**src/common/sfb_pkg.sv**
```systemverilog
// Register map, field layout and bus carriers of the SPI format and baud block
package sfb_pkg;
   // ===================================================
   // Register indexes, byte address is four times each
   localparam int unsigned AW       = 10;
   localparam logic [7:0]  IDX_FMT  = 8'h0C;
   localparam logic [7:0]  IDX_DIV  = 8'h0D;
   localparam logic [7:0]  IDX_CTL  = 8'h20;
   localparam logic [7:0]  IDX_STAT = 8'h21;
   localparam logic [7:0]  IDX_DATA = 8'h22;

   // ===================================================
   // Reset values and field positions
   localparam logic [7:0]  FMT_RST   = 8'h00;
   localparam logic [7:0]  DIV_RST   = 8'h00;
   localparam logic [7:0]  CTL_RST   = 8'h00;
   localparam logic [3:0]  FLG_RST   = 4'h0;
   localparam logic [7:0]  FMT_WMASK = 8'hC7;
   localparam int unsigned F_CPOL    = 0;
   localparam int unsigned F_CPHA    = 1;
   localparam int unsigned F_CHR     = 2;
   localparam int unsigned F_SAS     = 6;
   localparam int unsigned F_IE      = 7;
   localparam int unsigned C_MST     = 0;
   localparam int unsigned C_MODFE   = 1;
   localparam int unsigned S_MODE_FAULT_FLAG    = 0;
   localparam int unsigned S_WRITE_COLLISION_FLAG    = 1;
   localparam int unsigned S_RECEIVE_OVERRUN_FLAG    = 2;
   localparam int unsigned S_DONE    = 3;

   // ===================================================
   // Transfer lengths in bits and index of the last clock edge
   localparam logic [4:0]  BITS_8   = 5'h08;
   localparam logic [4:0]  BITS_16  = 5'h10;
   localparam logic [4:0]  EDGES_8  = 5'h0F;
   localparam logic [4:0]  EDGES_16 = 5'h1F;

   localparam logic [1:0]  RESP_OKAY   = 2'h0;
   localparam logic [1:0]  RESP_SLVERR = 2'h2;

   // ===================================================
   // Types
   typedef enum logic [1:0] {
      ST_IDLE = 2'b01,
      ST_RUN  = 2'b10
   } sfb_state_t;

   typedef enum logic [5:0] {
      SEL_NONE = 6'b000001,
      SEL_FMT  = 6'b000010,
      SEL_DIV  = 6'b000100,
      SEL_CTL  = 6'b001000,
      SEL_STAT = 6'b010000,
      SEL_DATA = 6'b100000
   } sfb_sel_t;

   typedef struct packed {
      logic          awvalid;
      logic [AW-1:0] awaddr;
      logic          wvalid;
      logic [31:0]   wdata;
      logic [3:0]    wstrb;
      logic          bready;
      logic          arvalid;
      logic [AW-1:0] araddr;
      logic          rready;
   } sfb_axi_req_t;

   typedef struct packed {
      logic          awready;
      logic          wready;
      logic          bvalid;
      logic [1:0]    bresp;
      logic          arready;
      logic          rvalid;
      logic [31:0]   rdata;
      logic [1:0]    rresp;
   } sfb_axi_rsp_t;

   function automatic sfb_sel_t decode(input logic [AW-1:0] addr);
      logic [7:0] idx;
      idx = addr[AW-1:2];
      if (addr[1:0] != 2'h0) decode = SEL_NONE;
      else if (idx == IDX_FMT) decode = SEL_FMT;
      else if (idx == IDX_DIV) decode = SEL_DIV;
      else if (idx == IDX_CTL) decode = SEL_CTL;
      else if (idx == IDX_STAT) decode = SEL_STAT;
      else if (idx == IDX_DATA) decode = SEL_DATA;
      else decode = SEL_NONE;
   endfunction : decode
endpackage : sfb_pkg

```
**src/design/sfb_baud_gen.sv**
```systemverilog
// Bit-rate tick generator for the serial clock in master operation
`timescale 1ns/1ps
`default_nettype none
module sfb_baud_gen #(
   parameter int unsigned W = 8
) (
   input  wire logic         i_sys_clk,
   input  wire logic         i_rst,
   input  wire logic         i_en,
   input  wire logic [W-1:0] i_ratio,
   output logic              o_tick
);
   logic [W-1:0] cnt_r;
   logic [W-1:0] cnt_nxt;
   wire          wrap;

   // One tick every ratio plus one cycles, a half period
   assign wrap    = (cnt_r >= i_ratio);
   assign cnt_nxt = wrap ? {W{1'b0}} : cnt_r + 1'b1;
   assign o_tick  = i_en & wrap;

   always_ff @(posedge i_sys_clk) begin
      if (i_rst || !i_en) cnt_r <= {W{1'b0}};
      else cnt_r <= cnt_nxt;
   end
endmodule : sfb_baud_gen
`default_nettype wire

```
**src/design/sfb_spi_top.sv**
```systemverilog
// SPI port with format configuration, clock divider and AXI4-Lite registers
`timescale 1ns/1ps
`default_nettype none
module sfb_spi_top (
   input  wire logic                  i_sys_clk,
   input  wire logic                  i_rst,
   input  wire sfb_pkg::sfb_axi_req_t i_axi,
   output var  sfb_pkg::sfb_axi_rsp_t o_axi,
   input  wire logic                  i_sclk,
   output logic                       o_sclk,
   output logic                       o_sclk_oe,
   input  wire logic                  i_mosi,
   output logic                       o_mosi,
   output logic                       o_mosi_oe,
   input  wire logic                  i_miso,
   output logic                       o_miso,
   output logic                       o_miso_oe,
   input  wire logic                  i_ssel,
   output logic                       o_irq
);
   // ===================================================
   // Pin synchronisers
   logic [2:0] sck_q;
   logic [2:0] ss_q;
   logic [1:0] mosi_q;
   logic [1:0] miso_q;

   always_ff @(posedge i_sys_clk) begin
      if (i_rst) begin
         sck_q  <= 3'h0;
         // Start deselected so no false select edge follows reset
         ss_q   <= 3'h7;
         mosi_q <= 2'h0;
         miso_q <= 2'h0;
      end else begin
         sck_q  <= {sck_q[1:0], i_sclk};
         ss_q   <= {ss_q[1:0], i_ssel};
         mosi_q <= {mosi_q[0], i_mosi};
         miso_q <= {miso_q[0], i_miso};
      end
   end

   // ===================================================
   // State and configuration
   logic [7:0]          fmt_r;
   logic [7:0]          div_r;
   logic [7:0]          ctl_r;
   logic [3:0]          flg_r;
   logic [3:0]          flg_nxt;
   logic [15:0]         tx_r;
   logic [15:0]         tx_nxt;
   logic [15:0]         rx_r;
   logic [15:0]         rx_nxt;
   logic [15:0]         rxb_r;
   logic                rxf_r;
   logic [4:0]          ecnt_r;
   logic [4:0]          ecnt_nxt;
   logic                sclk_r;
   logic                irq_r;
   sfb_pkg::sfb_state_t state_r;
   sfb_pkg::sfb_state_t state_nxt;

   wire cpol  = fmt_r[sfb_pkg::F_CPOL];
   wire cpha  = fmt_r[sfb_pkg::F_CPHA];
   wire chr   = fmt_r[sfb_pkg::F_CHR];
   wire select_level_bit   = fmt_r[sfb_pkg::F_SAS];
   wire ie    = fmt_r[sfb_pkg::F_IE];
   wire mst   = ctl_r[sfb_pkg::C_MST];
   wire modfe = ctl_r[sfb_pkg::C_MODFE];
   wire busy  = (state_r == sfb_pkg::ST_RUN);

   // ===================================================
   // Register bus slave
   logic                 aw_full_r;
   logic                 w_full_r;
   logic [sfb_pkg::AW-1:0] awaddr_r;
   logic [31:0]          wdata_r;
   logic [3:0]           wstrb_r;
   logic                 bvalid_r;
   logic [1:0]           bresp_r;
   logic                 rvalid_r;
   logic [31:0]          rdata_r;
   logic [1:0]           rresp_r;
   logic [31:0]          rd_val;

   wire              aw_rdy  = !aw_full_r && !bvalid_r;
   wire              w_rdy   = !w_full_r && !bvalid_r;
   wire              wr_go   = aw_full_r && w_full_r && !bvalid_r;
   wire              ar_rdy  = !rvalid_r;
   wire              rd_go   = i_axi.arvalid && ar_rdy;
   sfb_pkg::sfb_sel_t wsel;
   sfb_pkg::sfb_sel_t rsel;
   assign wsel = sfb_pkg::decode(awaddr_r);
   assign rsel = sfb_pkg::decode(i_axi.araddr);

   wire wr_lo   = wr_go && wstrb_r[0];
   wire wr_fmt  = wr_lo && (wsel == sfb_pkg::SEL_FMT);
   wire wr_div  = wr_lo && (wsel == sfb_pkg::SEL_DIV);
   wire wr_ctl  = wr_lo && (wsel == sfb_pkg::SEL_CTL);
   wire wr_stat = wr_lo && (wsel == sfb_pkg::SEL_STAT);
   wire wr_data = wr_lo && (wsel == sfb_pkg::SEL_DATA);
   wire rd_data = rd_go && (rsel == sfb_pkg::SEL_DATA);

   assign rd_val =
      (rsel == sfb_pkg::SEL_FMT)  ? {24'h000000, fmt_r} :
      (rsel == sfb_pkg::SEL_DIV)  ? {24'h000000, div_r} :
      (rsel == sfb_pkg::SEL_CTL)  ? {24'h000000, ctl_r} :
      (rsel == sfb_pkg::SEL_STAT) ? {24'h000000, busy, 3'h0, flg_r} :
      (rsel == sfb_pkg::SEL_DATA) ? {16'h0000, rxb_r} : 32'h00000000;

   always_ff @(posedge i_sys_clk) begin
      if (i_rst || wr_go) aw_full_r <= 1'b0;
      else if (i_axi.awvalid && aw_rdy) aw_full_r <= 1'b1;
      if (i_rst || wr_go) w_full_r <= 1'b0;
      else if (i_axi.wvalid && w_rdy) w_full_r <= 1'b1;
   end

   always_ff @(posedge i_sys_clk) begin
      if (i_axi.awvalid && aw_rdy) awaddr_r <= i_axi.awaddr;
      if (i_axi.wvalid && w_rdy) begin
         wdata_r <= i_axi.wdata;
         wstrb_r <= i_axi.wstrb;
      end
   end

   always_ff @(posedge i_sys_clk) begin
      if (i_rst) begin
         bvalid_r <= 1'b0;
         bresp_r  <= sfb_pkg::RESP_OKAY;
      end else if (wr_go) begin
         bvalid_r <= 1'b1;
         bresp_r  <= (wsel == sfb_pkg::SEL_NONE) ? sfb_pkg::RESP_SLVERR : sfb_pkg::RESP_OKAY;
      end else if (i_axi.bready) begin
         bvalid_r <= 1'b0;
      end
   end

   always_ff @(posedge i_sys_clk) begin
      if (i_rst) begin
         rvalid_r <= 1'b0;
         rdata_r  <= 32'h00000000;
         rresp_r  <= sfb_pkg::RESP_OKAY;
      end else if (rd_go) begin
         rvalid_r <= 1'b1;
         rdata_r  <= rd_val;
         rresp_r  <= (rsel == sfb_pkg::SEL_NONE) ? sfb_pkg::RESP_SLVERR : sfb_pkg::RESP_OKAY;
      end else if (i_axi.rready) begin
         rvalid_r <= 1'b0;
      end
   end

   assign o_axi = '{awready: aw_rdy, wready: w_rdy, bvalid: bvalid_r, bresp: bresp_r,
                    arready: ar_rdy, rvalid: rvalid_r, rdata: rdata_r, rresp: rresp_r};

   // ===================================================
   // Select, edges and sampling
   wire ss_act = (ss_q[1] == select_level_bit);
   wire ss_was = (ss_q[2] == select_level_bit);
   wire fault  = mst && modfe && ss_act && !ss_was;
   wire gen_en = mst && busy;
   wire tick;

   sfb_baud_gen #(.W(8)) u_baud (
      .i_sys_clk (i_sys_clk),
      .i_rst     (i_rst),
      .i_en      (gen_en),
      .i_ratio   (div_r),
      .o_tick    (tick)
   );

   wire s_rise = sck_q[1] && !sck_q[2];
   wire s_fall = !sck_q[1] && sck_q[2];
   wire m_edge = tick && busy;
   wire s_edge = !mst && ss_act && (s_rise || s_fall);
   wire edge_ev = mst ? m_edge : s_edge;
   // Leading edge leaves the idle level set by polarity
   wire lead = mst ? (m_edge && sclk_r == cpol)
                   : (s_edge && (cpol ? s_fall : s_rise));
   wire trail = edge_ev && !lead;
   wire samp  = cpha ? trail : lead;
   wire shft  = cpha ? (lead && ecnt_r != 5'h00) : trail;
   wire [4:0] last = chr ? sfb_pkg::EDGES_16 : sfb_pkg::EDGES_8;
   wire done  = edge_ev && (ecnt_r == last);
   wire din   = mst ? miso_q[1] : mosi_q[1];
   wire abort = fault || (!mst && !ss_act);

   // ===================================================
   // Transfer engine
   always_comb begin
      state_nxt = state_r;
      case (state_r)
         sfb_pkg::ST_IDLE: begin
            if (wr_data && mst) state_nxt = sfb_pkg::ST_RUN;
            else if (s_edge) state_nxt = sfb_pkg::ST_RUN;
         end
         sfb_pkg::ST_RUN: begin
            if (done || abort) state_nxt = sfb_pkg::ST_IDLE;
         end
         default: state_nxt = sfb_pkg::ST_IDLE;
      endcase
   end

   assign ecnt_nxt = (done || abort) ? 5'h00 :
                     edge_ev ? ecnt_r + 5'h01 : (busy ? ecnt_r : 5'h00);
   assign rx_nxt = samp ? {rx_r[14:0], din} : rx_r;
   // Short characters sit left aligned so the top bit always leaves first
   assign tx_nxt = (wr_data && !busy) ?
                   (chr ? wdata_r[15:0] : {wdata_r[7:0], 8'h00}) :
                   (shft ? {tx_r[14:0], 1'b0} : tx_r);

   always_ff @(posedge i_sys_clk) begin
      if (i_rst) begin
         state_r <= sfb_pkg::ST_IDLE;
         ecnt_r  <= 5'h00;
         tx_r    <= 16'h0000;
         rx_r    <= 16'h0000;
         sclk_r  <= 1'b0;
      end else begin
         state_r <= state_nxt;
         ecnt_r  <= ecnt_nxt;
         tx_r    <= tx_nxt;
         rx_r    <= rx_nxt;
         sclk_r  <= busy ? (sclk_r ^ m_edge) : cpol;
      end
   end

   // ===================================================
   // Receive buffer and flags
   wire [3:0] hw_set = {done, done && rxf_r, wr_data && busy, fault};
   // Hardware set wins over a software clear in the same cycle
   assign flg_nxt = hw_set | (wr_stat ? wdata_r[3:0] : flg_r);

   always_ff @(posedge i_sys_clk) begin
      if (i_rst) begin
         fmt_r <= sfb_pkg::FMT_RST;
         div_r <= sfb_pkg::DIV_RST;
         ctl_r <= sfb_pkg::CTL_RST;
         flg_r <= sfb_pkg::FLG_RST;
         rxb_r <= 16'h0000;
         rxf_r <= 1'b0;
         irq_r <= 1'b0;
      end else begin
         if (wr_fmt) fmt_r <= wdata_r[7:0] & sfb_pkg::FMT_WMASK;
         if (wr_div) div_r <= wdata_r[7:0];
         if (wr_ctl) begin
            ctl_r[sfb_pkg::C_MODFE] <= wdata_r[sfb_pkg::C_MODFE];
            ctl_r[sfb_pkg::C_MST] <= wdata_r[sfb_pkg::C_MST] && (mst || !ss_act);
         end
         flg_r <= flg_nxt;
         if (done && !rxf_r) rxb_r <= chr ? rx_nxt : {8'h00, rx_nxt[7:0]};
         rxf_r <= done || (rxf_r && !rd_data);
         irq_r <= ie && (flg_nxt != 4'h0);
      end
   end

   assign o_irq     = irq_r;
   assign o_sclk    = sclk_r;
   assign o_sclk_oe = mst;
   assign o_mosi    = tx_r[15];
   assign o_mosi_oe = mst;
   assign o_miso    = tx_r[15];
   assign o_miso_oe = !mst && ss_act;

   // ===================================================
   // Checks
   logic [4:0] scnt_r;
   always_ff @(posedge i_sys_clk) begin
      if (i_rst || done || (!busy && !edge_ev)) scnt_r <= 5'h00;
      else if (samp) scnt_r <= scnt_r + 5'h01;
   end
endmodule : sfb_spi_top
`default_nettype wire

```
**config.mk**
```make
export PLATFORM = sky130hd
export DESIGN_NAME = sfb_spi_top
export DESIGN_NICKNAME = d
export VERILOG_FILES = /design/src/common/sfb_pkg.sv /design/src/design/sfb_baud_gen.sv /design/src/design/sfb_spi_top.sv
export SDC_FILE = /design/constraint.sdc
export NUM_CORES = 1
export LEC_CHECK = 0
export BUFFER_PORTS_ARGS = -buffer_cell sky130_fd_sc_hd__buf_2
export CORE_MARGIN = 1.5
export CORE_UTILIZATION = 30
export DETAILED_ROUTE_END_ITERATION = 10
export GPL_TIMING_DRIVEN = 0
export MAX_ROUTING_LAYER = met4
export PLACE_DENSITY = 0.59
export SETUP_SLACK_MARGIN = 0.5
export SYNTH_ARGS = -nofsm -noshare
export SYNTH_HDL_FRONTEND = slang
export SYNTH_SLANG_ARGS = --single-unit
```
**constraint.sdc**
```tcl
create_clock -name i_sys_clk -period 4.15 [get_ports i_sys_clk]
set_input_delay 0.2075 -clock i_sys_clk [delete_from_list [all_inputs] [get_ports i_sys_clk]]
set_output_delay 0.2075 -clock i_sys_clk [all_outputs]
set_load 0.02 [all_outputs]
```
-- Word-level counts from Yosys, hierarchy flattened
Cells that the tools add are included.
Widths: inputs -> output; s select.
- memories: 0
- input bits: 67
- bits in writable memories: 0
- ROM bits: 0
- word-level logic and storage cells: 175
- bits in latches: 0
- output and inout port bits: 48
- flip-flop bits (word level): 162
- shifts and indexed selects: 0
- reductions and logical operators: 68
- div/mod/pow operators: 0
- magnitude comparators: 1
- multiplexer cells: 43
- bitwise logic cells: 3
- add/sub/neg operators: 2
- multipliers: 0
- equality and inequality tests: 31
- operator list (cell ; count):
    $mux 16 ; 10
    $mux 6 ; 12
    $eq 8x6->1 const B ; 6
    $logic_and 1x1->1 ; 37
    $eq 8x4->1 const B ; 4
    $mux 5 ; 3
    $logic_not 1->1 ; 14
    $eq 6x1->1 const B ; 2
    $eq 6x2->1 const B ; 2
    $eq 6x3->1 const B ; 2
    $eq 6x4->1 const B ; 2
    $eq 6x5->1 const B ; 2
    $eq 6x6->1 const B ; 2
    $mux 1 ; 11
    $mux 2 ; 5
    $reduce_bool 2->1 ; 5
    $add 8x1->8 const B ; 1
    $ge 8x8->1 ; 1
    $logic_or 1x1->1 ; 7
    $add 5x1->5 const B ; 1
    $eq 5x5->1 ; 1
    $reduce_bool 5->1 ; 1
    $mux 4 ; 1
    $ne 2x1->1 const B ; 2
    other kinds (11) ; 14

-- Logic depth before layout (Yosys ltp)
Gate-level depths: netlist (run 1).
- word-level depth: 13
- depth in mapped cells: 9
- mapped depth without buffers: 8

-- Hierarchy
From an unflattened synthesis (run 1), not the netlist that was laid out.
- cell total of the unflattened synthesis: 685
- area, all modules: 6730.2 um^2
- modules (own cells, without submodules) (module ; sequential area each (um^2) ; area each (um^2) ; instances ; cells each):
    sfb_spi_top ; 2992.9 ; 6219.7 ; 1 ; 623
    sfb_baud_gen ; 160.2 ; 510.5 ; 1 ; 62

-- Worst setup path after synthesis (run 1)
OpenSTA, ideal clock, no wires.
- path type: register to register
- start point: register awaddr_r[0] (netlist bit)
- end point: register irq_r, in the netlist o_irq
- data arrival time: 2443 ps
- buffers on the path: 1
- data required time: 4028 ps
- stages on the path, launching flop included: 8
- clock period less this slack: 2564 ps
- slack: 1586 ps
- library setup time: 122 ps
- path through: edfxtp_1 > or4_4 > or3_4 > or4b_4 > buf_6 > mux2i_1 > nand2_1 > o311a_1
- cells in the longest elaborated chain, start to end: 8
- elaborated cells on any way between the ends: 11
- classes of those cells: eq/ne (2); mux (2); bitwise (1); reduce/logical (6)
- ends and longest elaborated chain (what ; line ; text):
    start, declared ; sfb_spi_top.sv:76 ; logic [sfb_pkg::AW-1:0] awaddr_r;
    start signal, assigned ; sfb_spi_top.sv:119 ; if (i_axi.awvalid && aw_rdy) awaddr_r <= i_axi.awaddr;
    $reduce_bool 2->1 (*) ; sfb_pkg.sv:83 ; if (addr[1:0] != 2'h0) decode = SEL_NONE;
    $mux 6 (*) ; sfb_pkg.sv:83 ;
    $eq 6x5->1 or $eq 6x6->1 (tied branches) ; sfb_spi_top.sv:100, sfb_spi_top.sv:101 ;
    $logic_and 1x1->1, on equally long branches ; sfb_spi_top.sv:100, sfb_spi_top.sv:101 ;
    $mux 4 or $logic_and 1x1->1 (tied branches) ; sfb_spi_top.sv:231, sfb_spi_top.sv:229 ;
    $or 4x4->4 (*) ; sfb_spi_top.sv:231 ; assign flg_nxt = hw_set | (wr_stat ? wdata_r[3:0] : flg_r);
    $reduce_bool 4->1 (*) ; sfb_spi_top.sv:252 ; irq_r <= ie && (flg_nxt != 4'h0);
    $logic_and 1x1->1 (*) ; sfb_spi_top.sv:252 ;
    end signal, assigned ; sfb_spi_top.sv:252 ;
    end, declared ; sfb_spi_top.sv:59 ; logic irq_r;
Mark *: on every way between the ends. The rest lies on a longest branch, timed or not.
A chain may end at the register's enable or synchronous reset.

-- Worst setup path in the final report (run 1)
- start point: register u_baud.cnt_r[0]
- end point: register rxb_r[14]
- cells in the longest elaborated chain, start to end: 10
- elaborated cells on any way between the ends: 13
- classes of those cells: order compare (1); mux (5); bitwise (1); reduce/logical (6)
- ends and longest elaborated chain (what ; line ; text):
    start, declared ; sfb_baud_gen.sv:13 ; logic [W-1:0] cnt_r;
    start signal, assigned ; sfb_baud_gen.sv:23 ; if (i_rst || !i_en) cnt_r <= {W{1'b0}};
    start signal, assigned ; sfb_baud_gen.sv:24 ; else cnt_r <= cnt_nxt;
    $ge 8x8->1 (*) ; sfb_baud_gen.sv:18 ; assign wrap = (cnt_r >= i_ratio);
    $and 1x1->1 (*) ; sfb_baud_gen.sv:20 ; assign o_tick = i_en & wrap;
    $logic_and 1x1->1 (*) ; sfb_spi_top.sv:173 ; wire m_edge = tick && busy;
    $logic_and 1x1->1 ; sfb_spi_top.sv:177 ; wire lead = mst ? (m_edge && sclk_r == cpol)
    $mux 1 ; sfb_spi_top.sv:177 ;
    $logic_not 1->1 ; sfb_spi_top.sv:179 ; wire trail = edge_ev && !lead;
    $logic_and 1x1->1 ; sfb_spi_top.sv:179 ;
    $mux 1 ; sfb_spi_top.sv:180 ; wire samp = cpha ? trail : lead;
    $mux 16 ; sfb_spi_top.sv:205 ; assign rx_nxt = samp ? {rx_r[14:0], din} : rx_r;
    $mux 16 ; sfb_spi_top.sv:250 ; if (done && !rxf_r) rxb_r <= chr ? rx_nxt : {8'h00, rx_nxt[7:0]};
    end signal, assigned ; sfb_spi_top.sv:250 ;
    end, declared ; sfb_spi_top.sv:54 ; logic [15:0] rxb_r;
Marked as above.

==> results of run 1 <==
final timing paths:
kind / from / end / slack (ps)
worst max-delay path: u_baud.cnt_r[0] / rxb_r[14] / 990
worst min-delay path: i_miso / miso_q[0] / 20
worst max register to register: u_baud.cnt_r[0] / rxb_r[14] / 990
worst min register to register: ss_q[0] / ss_q[1] / 410
flip-flops by register name, summed over array words and instances (netlist names), 8 cells and up:
name	flops
rdata_r	16
rx_r	16
rxb_r	16
tx_r	16
wdata_r	16
awaddr_r	10
div_r	8
u_baud.cnt_r	8
power groups by stage:
| stage | clock network (µW) | registers [µW] | logic, µW |
|---|---|---|---|
| 2_1_floorplan | 0 | 1510 | 112 |
| 3_3_place_gp | 0 | 1520 | 183 |
| 3_5_place_dp | 0 | 1520 | 184 |
| 4_1_cts | 1570 | 1480 | 205 |
| 5_1_grt | 1640 | 1490 | 225 |
| 6_report | 1540 | 1490 | 206 |
final cells by class:
| class | count | area, µm² |
|---|---|---|
| Fill cell | 2179 | 13500 |
| Sequential cell | 144 | 3150 |
| Multi-Input combinational cell | 499 | 3090 |
| Timing Repair Buffer | 105 | 671 |
| Clock buffer | 17 | 425 |
| Buffer | 78 | 413 |
| Tap cell | 280 | 350 |
| Clock inverter | 15 | 169 |
| Inverter | 22 | 82.6 |
worst max-delay path, stage by stage, from the launching register on:
cell and delay (ps):
dfxtp_1 400, inv_1 60, ha_1 260, nand2b_1 140
a2111o_1 450, a31o_2 270, a311oi_1 690, clkbuf_1 390
o21ai_0 220, a31oi_1 210
routing by layer:
metal	up-vias	share of wire, %	wire [µm]
met5	-	0	0
met4	0	1.1	197
met3	15	5.9	1070
met2	189	46	8320
met1	2773	47	8650
li1	2908	-	-
per-stage QoR:
stage,hold slack (ps),setup WS (ps),cells,instance area [µm²],utilization [%]
detailed placement,386,1010,1099,7470,34.2
CTS,6.55,993,1160,8350,38.3
floorplan,306,1590,743,6740,-
finish,22.5,988,1160,8350,38.3
global placement,384,994,1099,7470,34.2
global route,9.70,837,1160,8350,38.3
placed cells by master (no fill, tap or decap), drive strengths merged, types with 9 or more instances in the layout:
| cell | synthesis | routed |
|---|---|---|
| ha | 13 | 13 |
| edfxtp | 27 | 27 |
| nor3 | 13 | 13 |
| dfxtp | 117 | 117 |
| dlygate4sd3 | 0 | 29 |
| buf | 35 | 111 |
| nand3 | 79 | 79 |
| o21ai | 52 | 52 |
| mux2 | 10 | 10 |
| nand2 | 41 | 41 |
| nor2 | 45 | 45 |
| mux2i | 25 | 25 |
| a311o | 9 | 9 |
| a31oi | 20 | 20 |
| inv | 22 | 31 |
| conb | 1 | 18 |
| clkbuf | 43 | 60 |
| a21oi | 56 | 56 |
| nor2b | 9 | 9 |
kinds of logic after synthesis:
logic type / after synthesis
other cells: 1
fa+ha+maj: 13
compound gates: 183
flops: 144
simple gates: 240
buf+inv: 100
xor+xnor: 10
mux: 35
timing repair:
item	4_1_cts	5_1_grt
buffers inserted	0	0
hold endpoints to repair	29	0
endpoints found under the setup margin	0	0
resized for setup	0	0
hold buffers	29	0
==> impl_metrics.csv, run 1 <==
group,metric,value,unit
placement,dp_hpwl,12.9,mm
clocking,clkLatencyLatePin,430,ps
setup_path,startpoint_type,"register",
yosys,synth-compound-area-share,17.6,%
yosys,yosys-top-cells-count,"dfxtp_1 (117), nand3_1 (79), a21oi_1 (56), o21ai_0 (50), nor2_1 (45)",
clocking,clock_sinks,144,
clocking,cts_buffers,17,
timing,rsz0062_at_grt,"false",
clocking,clockRootBuffer,"clkbuf_16",
power,clkPwrFrac,47.7,%
detailed_routing,drc_errors,0,
yosys,netlist_area,6680,µm²
global_routing,grt_remaining_overflow,0,
cells_and_area,drive_above_1_share,18.6,%
setup_path,rr_worst_depth,9,
yosys,ys_seq_area_share,47.2,%
timing,finalHoldViolCount,0,
setup_path,critPathCaptureType,"register",
global_routing,met3_usage,4.01,%
die,initial_core_util,30.6,%
global_routing,grt_first_pass_wirelength,28.8,mm
yosys,synth_top_area_share,35.1,%
global_routing,use_met1,21.5,%
timing,finalMaxSlewViolations,0,
yosys,yosys.area.top_type,"dfxtp_1",
die,dieArea,23200,µm²
power,power_density,387,nW/µm²
placement,gp_congestion,0.878,
detailed_routing,vias,5885,
die,ioPinCount,115,
power,switchingPower,828,µW
hold_path,hold_path_class,"in2reg",
detailed_routing,drt-pass1-iter-count,5,
detailed_routing,antenna_left,0,
yosys,synth_simple_gate_area_share,18.5,%
die,core_area,21800,µm²
timing,relSlewSlack,41.3,%
detailed_routing,routedWlPerCell,15.7,µm
yosys,synthAdderAreaFrac,2.44,%
timing,setup_tns,0,ps
die,die_h,152,µm
outcome,status,"finished clean",
setup_path,cp_max_fo,10,
clocking,cts_buffer_depth,2,
clocking,htree_levels,4,
timing,max_freq,316,MHz
detailed_routing,totalWireLength,18.2,mm
yosys,synthCells,726,
global_routing,grt_use_met2,24.0,%
yosys,yosys_warnings,0,
global_routing,grt_busiest_layer,"met2",
yosys,synth_most_common_cell,"dfxtp_1",
power,p_int,2400,µW
timing,tightest_slew,874,ps
cells_and_area,fin_nets,947,
die,dieWidth,152,µm
power,power_frac_seq,46.0,%
yosys,synth_top_family_by_area,"simple AND/OR/NAND/NOR gates",
power,total_power,3230,µW
yosys,synth_xor_area_share,1.31,%
hold_path,hold_depth,2,
timing,fin_worst_skew,14.5,ps
detailed_routing,first_iter_violations,590,
yosys,synth.avg_cell_area,9.19,µm²
yosys,synthMuxAreaShare,5.44,%
power,power_frac_comb,6.4,%
timing,fin_crit_sh,76.2,%
yosys,postSynthRegisterBits,144,
yosys,synth-async-reset-ratio,0,%
global_routing,grtUsageTotal,16.1,%
power,swShare,25.6,%
timing,finalSetupViolCount,0,
yosys,synth-edff-count,27,
power,p_leak,0.00311,µW
placement,portBuffers,76,
setup_path,cp.required,4500,ps
yosys,ys_top_cells_by_area,"dfxtp_1 (35%), edfxtp_1 (12%), nand3_1 (5.9%), a21oi_1 (4.2%), mux2i_1 (3.7%)",
yosys,synth.distinct_cells,66,
detailed_routing,via_per_inst,5.07,
cells_and_area,area_growth,25.2,%
global_routing,antenna_found_initial,0,
timing,min_period,3160,ps
yosys,synth_ff_type,"dfxtp_1",
setup_path,critPathKind,"reg2reg",
setup_path,cp_data_arrival_time,3510,ps
flow_run,max_cap_violations,0,
clocking,cts_tree,"yes",
global_routing,grt_max_degree,19,
power,ir_worst_vdd,0.000290,V
cells_and_area,diodes,0,
global_routing,first_global_vias,5502,
die,rows,54,
clocking,cts.clk_slew.worst_paths,60,ps
Power figures use the tool's default switching activity.
==> run 2, diff against run 1 <==
--- a/config.mk
+++ b/config.mk
@@ -11,7 +11,7 @@
 export DETAILED_ROUTE_END_ITERATION = 10
 export GPL_TIMING_DRIVEN = 0
 export MAX_ROUTING_LAYER = met4
-export PLACE_DENSITY = 0.59
+export PLACE_DENSITY = 0.61
 export SETUP_SLACK_MARGIN = 0.5
 export SYNTH_ARGS = -nofsm -noshare
 export SYNTH_HDL_FRONTEND = slang
==> constraint.sdc (replaced) <==
create_clock -name i_sys_clk -period 2.7 [get_ports i_sys_clk]
set_input_delay 0.135 -clock i_sys_clk [delete_from_list [all_inputs] [get_ports i_sys_clk]]
set_output_delay 0.135 -clock i_sys_clk [all_outputs]
set_load 0.02 [all_outputs]
==> run 2 against run 1 <==
  * Critical path depth decreased by 2
  * Final cell count grew 3.9%
  * First-iteration DRC count shrank 35%
  * Sequential power up 53%
  * Worst setup slack got worse by 930 ps
  * Via count grew 5.2%
  * Power grew 58%
  * Register-to-register slack worse by 930 ps
  * Hold slack lost 9.5 ps
  * Highest routed layer unchanged
  * Die area stayed put
  * Core utilization is 5.9 points higher
==> impl_metrics.csv, run 2 (synthesis gave the netlist of run 1 again) <==
group,metric,value,unit
outcome,status,"finished clean",
power,power_density,530,nW/µm²
die,dieWidth,152,µm
global_routing,grt_max_degree,19,
cells_and_area,drive_above_1_share,35.4,%
global_routing,first_global_vias,5922,
hold_path,holdCritStartpoint,"i_axi[2]",
power,ir_worst_vdd,0.000476,V
timing,rsz0062_at_grt,"true",
clocking,cts_tree,"yes",
global_routing,grtUsageTotal,17.2,%
clocking,htree_levels,4,
detailed_routing,totalWireLength,19.7,mm
timing,finalSetupViolCount,0,
timing,max_freq,378,MHz
setup_path,rr_worst_depth,7,
clocking,clockRootBuffer,"clkbuf_16",
setup_path,r2r-start,"awaddr_r[8]",
timing,tightest_slew,826,ps
die,rows,54,
setup_path,startpoint_type,"register",
setup_path,cp_data_arrival_time,2950,ps
die,initial_core_util,30.6,%
detailed_routing,drc_errors,0,
timing,fin_crit_sh,98.0,%
timing,finalMaxSlewViolations,0,
cells_and_area,fin_area,9640,µm²
setup_path,critPathCaptureType,"register",
detailed_routing,antenna_left,0,
placement,gp_congestion,0.834,
timing,fin_worst_skew,10.1,ps
global_routing,grt_remaining_overflow,0,
clocking,clkLatencyLatePin,430,ps
cells_and_area,seqCellArea,3170,µm²
cells_and_area,fillers,2070,
timing,setup_tns,0,ps
setup_path,cp_max_fo,5,
placement,dpl_worst_slack,-285,ps
detailed_routing,via_per_inst,5.14,
clocking,clock_sinks,144,
die,dieArea,23200,µm²
cells_and_area,fin_nets,992,
setup_path,rrSetupSlack,50,ps
clocking,cts_buffer_depth,2,
power,p_leak,0.00361,µW
setup_path,reg2reg_to,"o_irq",
hold_path,hold_depth,3,
timing,finalHoldViolCount,0,
timing,min_period,2650,ps
setup_path,critPathKind,"reg2reg",
detailed_routing,drt-pass1-iter-count,4,
setup_path,cp.required,3000,ps
placement,portBuffers,76,
clocking,cts_buffers,17,
flow_run,max_cap_violations,0,
detailed_routing,first_iter_violations,382,
cells_and_area,area_growth,44.4,%
cells_and_area,layout_common_cells,"dfxtp_1 (109), buf_2 (79), buf_4 (47), nand3_1 (47), nor2_1 (40)",
placement,place_area,7660,µm²
detailed_routing,vias,6192,
die,ioPinCount,115,
hold_path,hold_end,"rresp_r[1]",
global_routing,antenna_found_initial,0,
cells_and_area,mostFrequentLayoutCell,"dfxtp_1",
cells_and_area,fin_util,44.2,%
clocking,cts.clk_slew.worst_paths,70,ps
detailed_routing,routedWlPerCell,16.3,µm
placement,dp_hpwl,13.1,mm
cells_and_area,diodes,0,
power,total_power,5110,µW
global_routing,grt_first_pass_wirelength,31.1,mm
hold_path,hold_path_class,"in2reg",
die,core_area,21800,µm²
cells_and_area,multi_input_area,3730,µm²
timing,relSlewSlack,45.0,%
timing,setup_slack,54.3,ps
die,die_h,152,µm
run 2: critical path, stage by stage (launching register included):
cell	delay (ps)
edfxtp_1	360
or4_4	550
or3_4	340
or4b_4	510
buf_6	150
mux2i_1	120
o21ai_1	90
o311a_1	400
run 2: routing by layer:
metal	GRT usage, %	wire length [µm]	vias up
met1	20.9	8630	2969
met2	28.6	9720	176
met3	3.27	879	34
met4	6.01	457	0
met5	-	0	-
li1	-	-	3013
run 2: what timing repair did:
action	CTS	global route
buffers inserted	24	10
endpoints found under the setup margin	81	86
gates resized for setup	92	89
pin swaps	43	35
hold endpoints to repair	33	0
cloned	6	0
hold buffers	34	0
run 2: final cells by class:
cell class / count / area share, %
Inverter: 22 / 0.857
Tap cell: 280 / 3.63
Timing Repair Buffer: 149 / 11.7
Buffer: 78 / 5.89
Multi-Input combinational cell: 500 / 38.7
Sequential cell: 144 / 32.8
Clock inverter: 13 / 1.79
Clock buffer: 19 / 4.59
run 2: metrics by stage:
| stage | cells | hold WS [ps] |
|---|---|---|
| detailed placement | 1099 | 313 |
| global route | 1205 | 25.0 |
| finish | 1205 | 13.0 |
| CTS | 1195 | 7.81 |
| floorplan | 743 | 234 |
| global placement | 1099 | 311 |
run 2: worst max path at each step:
stage	end	from	cells past startpoint	slack, ps
after floorplan	o_irq	awaddr_r[0]	7	170
after global placement	tx_r[12]	awaddr_r[2]	8	-240
after detailed placement	tx_r[1]	awaddr_r[2]	8	-280
after CTS	fmt_r[6]	awaddr_r[8]	6	60
after global routing	o_irq	awaddr_r[8]	7	-20
final	o_irq	awaddr_r[8]	7	50
run 2: power breakdown:
| group | leakage, µW | internal (µW) | total (µW) | switching (µW) |
|---|---|---|---|---|
| registers | 0.00121 | 2250 | 2280 | 36.7 |
| clock network | 0.000295 | 1500 | 2490 | 992 |
| logic | 0.00211 | 142 | 339 | 197 |
==> run 3, diff against run 2 <==
--- a/config.mk
+++ b/config.mk
@@ -11,7 +11,7 @@
 export DETAILED_ROUTE_END_ITERATION = 10
 export GPL_TIMING_DRIVEN = 0
 export MAX_ROUTING_LAYER = met4
-export PLACE_DENSITY = 0.61
+export PLACE_DENSITY = 0.59
 export SETUP_SLACK_MARGIN = 0.5
 export SYNTH_ARGS = -nofsm -noshare
 export SYNTH_HDL_FRONTEND = slang
==> constraint.sdc (replaced) <==
create_clock -name i_sys_clk -period 3 [get_ports i_sys_clk]
set_input_delay 0.15 -clock i_sys_clk [delete_from_list [all_inputs] [get_ports i_sys_clk]]
set_output_delay 0.15 -clock i_sys_clk [all_outputs]
set_load 0.02 [all_outputs]
==> run 3 against run 2 <==
  * Clock-buffer cell count decreased by 2
  * Global-route usage down 0.54 points
  * Final cell count decreased by 2.0%
  * Combinational power is 12% lower
  * Critical path type unchanged
  * Clock skew rose by 1.7 ps
  * Routed wire length is 2.9% lower
  * Final area fell by 5.9%
  * Power fell by 14%
  * Maximum frequency shrank 0.52%
  * Clock power shrank 18%
  * Sequential cell count unchanged
  * Non-clock buffer count fell by 23
  * Largest cell class unchanged
==> impl_metrics.csv, run 3 (synthesis gave the netlist of run 1 again) <==
group,metric,value,unit
setup_path,cp.required,3300,ps
die,core_area,21800,µm²
global_routing,antenna_found_initial,0,
cells_and_area,fillers,2148,
placement,gp_congestion,0.854,
cells_and_area,area_growth,36.0,%
setup_path,cp_num_buf_inv,1,
placement,portBuffers,76,
clocking,clock_sinks,144,
timing,min_period,2660,ps
detailed_routing,via_per_inst,5.10,
flow_run,max_cap_violations,0,
detailed_routing,first_iter_violations,490,
cells_and_area,diodes,0,
detailed_routing,routedWlPerCell,16.2,µm
global_routing,grt_first_pass_wirelength,30.1,mm
outcome,status,"finished clean",
global_routing,grt_max_degree,19,
setup_path,critPathTopFamily,"simple AND/OR/NAND/NOR gates",
cells_and_area,mostFrequentLayoutCell,"dfxtp_1",
timing,fin_worst_skew,11.8,ps
clocking,cts_buffers,17,
timing,finalMaxSlewViolations,0,
die,dieWidth,152,µm
timing,relSlewSlack,50.7,%
cells_and_area,layout_common_cells,"dfxtp_1 (116), buf_2 (79), nand3_1 (64), nor2_1 (44), a21oi_1 (41)",
power,total_power,4410,µW
power,power_density,486,nW/µm²
clocking,cts_tree,"yes",
setup_path,startpoint_type,"register",
global_routing,grtUsageTotal,16.7,%
detailed_routing,antenna_left,0,
placement,dp_hpwl,12.9,mm
die,ioPinCount,115,
die,initial_core_util,30.6,%
detailed_routing,drt-pass1-iter-count,5,
timing,finalSetupViolCount,0,
timing,holdWs,25.0,ps
cells_and_area,fin_nets,968,
die,rows,54,
clocking,clockRootBuffer,"clkbuf_16",
cells_and_area,drive_above_1_share,29.0,%
clocking,cts.clk_slew.worst_paths,70,ps
global_routing,first_global_vias,5579,
timing,finalHoldViolCount,0,
clocking,htree_levels,4,
hold_path,hold_path_class,"in2reg",
setup_path,crit_chain,"or4_4 -> or3_4 -> or4b_4 -> buf_6 -> mux2i_1 -> o21ai_1 -> o311a_1",
timing,max_freq,376,MHz
timing,tightest_slew,740,ps
setup_path,max_stage_delay,550,ps
clocking,clkLatencyLatePin,430,ps
setup_path,cp_max_fo,6,
power,ir_worst_vdd,0.000402,V
setup_path,crit_slowest_cell,"or4_4",
die,die_h,152,µm
timing,fin_crit_sh,88.7,%
placement,place_area,7480,µm²
die,dieArea,23200,µm²
setup_path,cp_data_arrival_time,2960,ps
global_routing,grt_remaining_overflow,0,
timing,rsz0062_at_grt,"true",
setup_path,critPathKind,"reg2reg",
detailed_routing,drc_errors,0,
setup_path,critPathCaptureType,"register",
cells_and_area,fin_area,9070,µm²
clocking,cts_buffer_depth,2,
power,p_leak,0.00335,µW
detailed_routing,vias,6026,
detailed_routing,totalWireLength,19.1,mm
==> run 3: cell count changes in the layout (fill, tap and decap cells not counted), moves of 7 or more <==
| cell | change |
|---|---|
| nand3_2 | -11 |
| dfxtp_2 | -7 |
| dfxtp_1 | +7 |
| o21ai_1 | -11 |
| nand3_1 | +17 |
| nand3_4 | -7 |
| buf_4 | -10 |
| nand2_2 | -7 |
| nand2_1 | +8 |
==> run 3: report_power, final <==
group	total (µW)	switching (µW)	internal (µW)
combinational	298	173	125
clock	2050	951	1100
sequential	2060	34.8	2020
total	4410	1160	3250
==> run 3: routing by layer <==
metal  vias to the layer above  wire length [µm]  global-route usage (%)
met5                         -                 0                       -
met4                         0               332                    5.96
met3                        24              1430                    3.36
met2                       212              8690                    25.0
met1                      2835              8660                    22.3
li1                       2955                 -                       -
==> run 3: final timing paths <==
path	start	to	slack [ps]	cells after the start
worst max-delay path	awaddr_r[8]	o_irq	340	7
worst max register to register	awaddr_r[8]	o_irq	340	7
worst min-delay path	i_axi[12]	bvalid_r	30	4
worst min register to register	ss_q[0]	ss_q[1]	410	1
==> run 3: area by class of cell <==
class / instances / area [µm²] / area share, %
clock buffer: 17 / 425 / 4.69
buffer: 78 / 510 / 5.63
tap: 280 / 350 / 3.86
clock inverter: 15 / 144 / 1.59
inverter: 22 / 85.1 / 0.938
multi-input combinational: 499 / 3520 / 38.8
timing repair buffer: 126 / 878 / 9.68
sequential: 144 / 3160 / 34.8
==> run 3: through the flow <==
step | cells | util (%) | worst slack [ps] | setup TNS (ps)
after global placement | 1099 | 34.3 | -83.4 | -727
after global routing | 1181 | 41.6 | 277 | 0
after detailed placement | 1099 | 34.3 | -116 | -996
final | 1181 | 41.6 | 340 | 0
after CTS | 1172 | 39.3 | 348 | 0
after floorplan | 743 | - | 475 | 0
==> run 3: timing repair <==
action                     in CTS  in global routing
hold buffers                   33                  0
resized for setup              41                129
cloned                          1                  4
setup endpoints to repair      60                 61
setup buffers                   7                  5
hold endpoints to repair       32                  0
pin swaps                       8                 45
==> run 3: worst min-delay path: cells and delay by family <==
kind	cells	cell delay [ps]
and+or+nand+nor	1	70
buffers and inverters	2	140
AOI/OAI and AO/OA	1	60
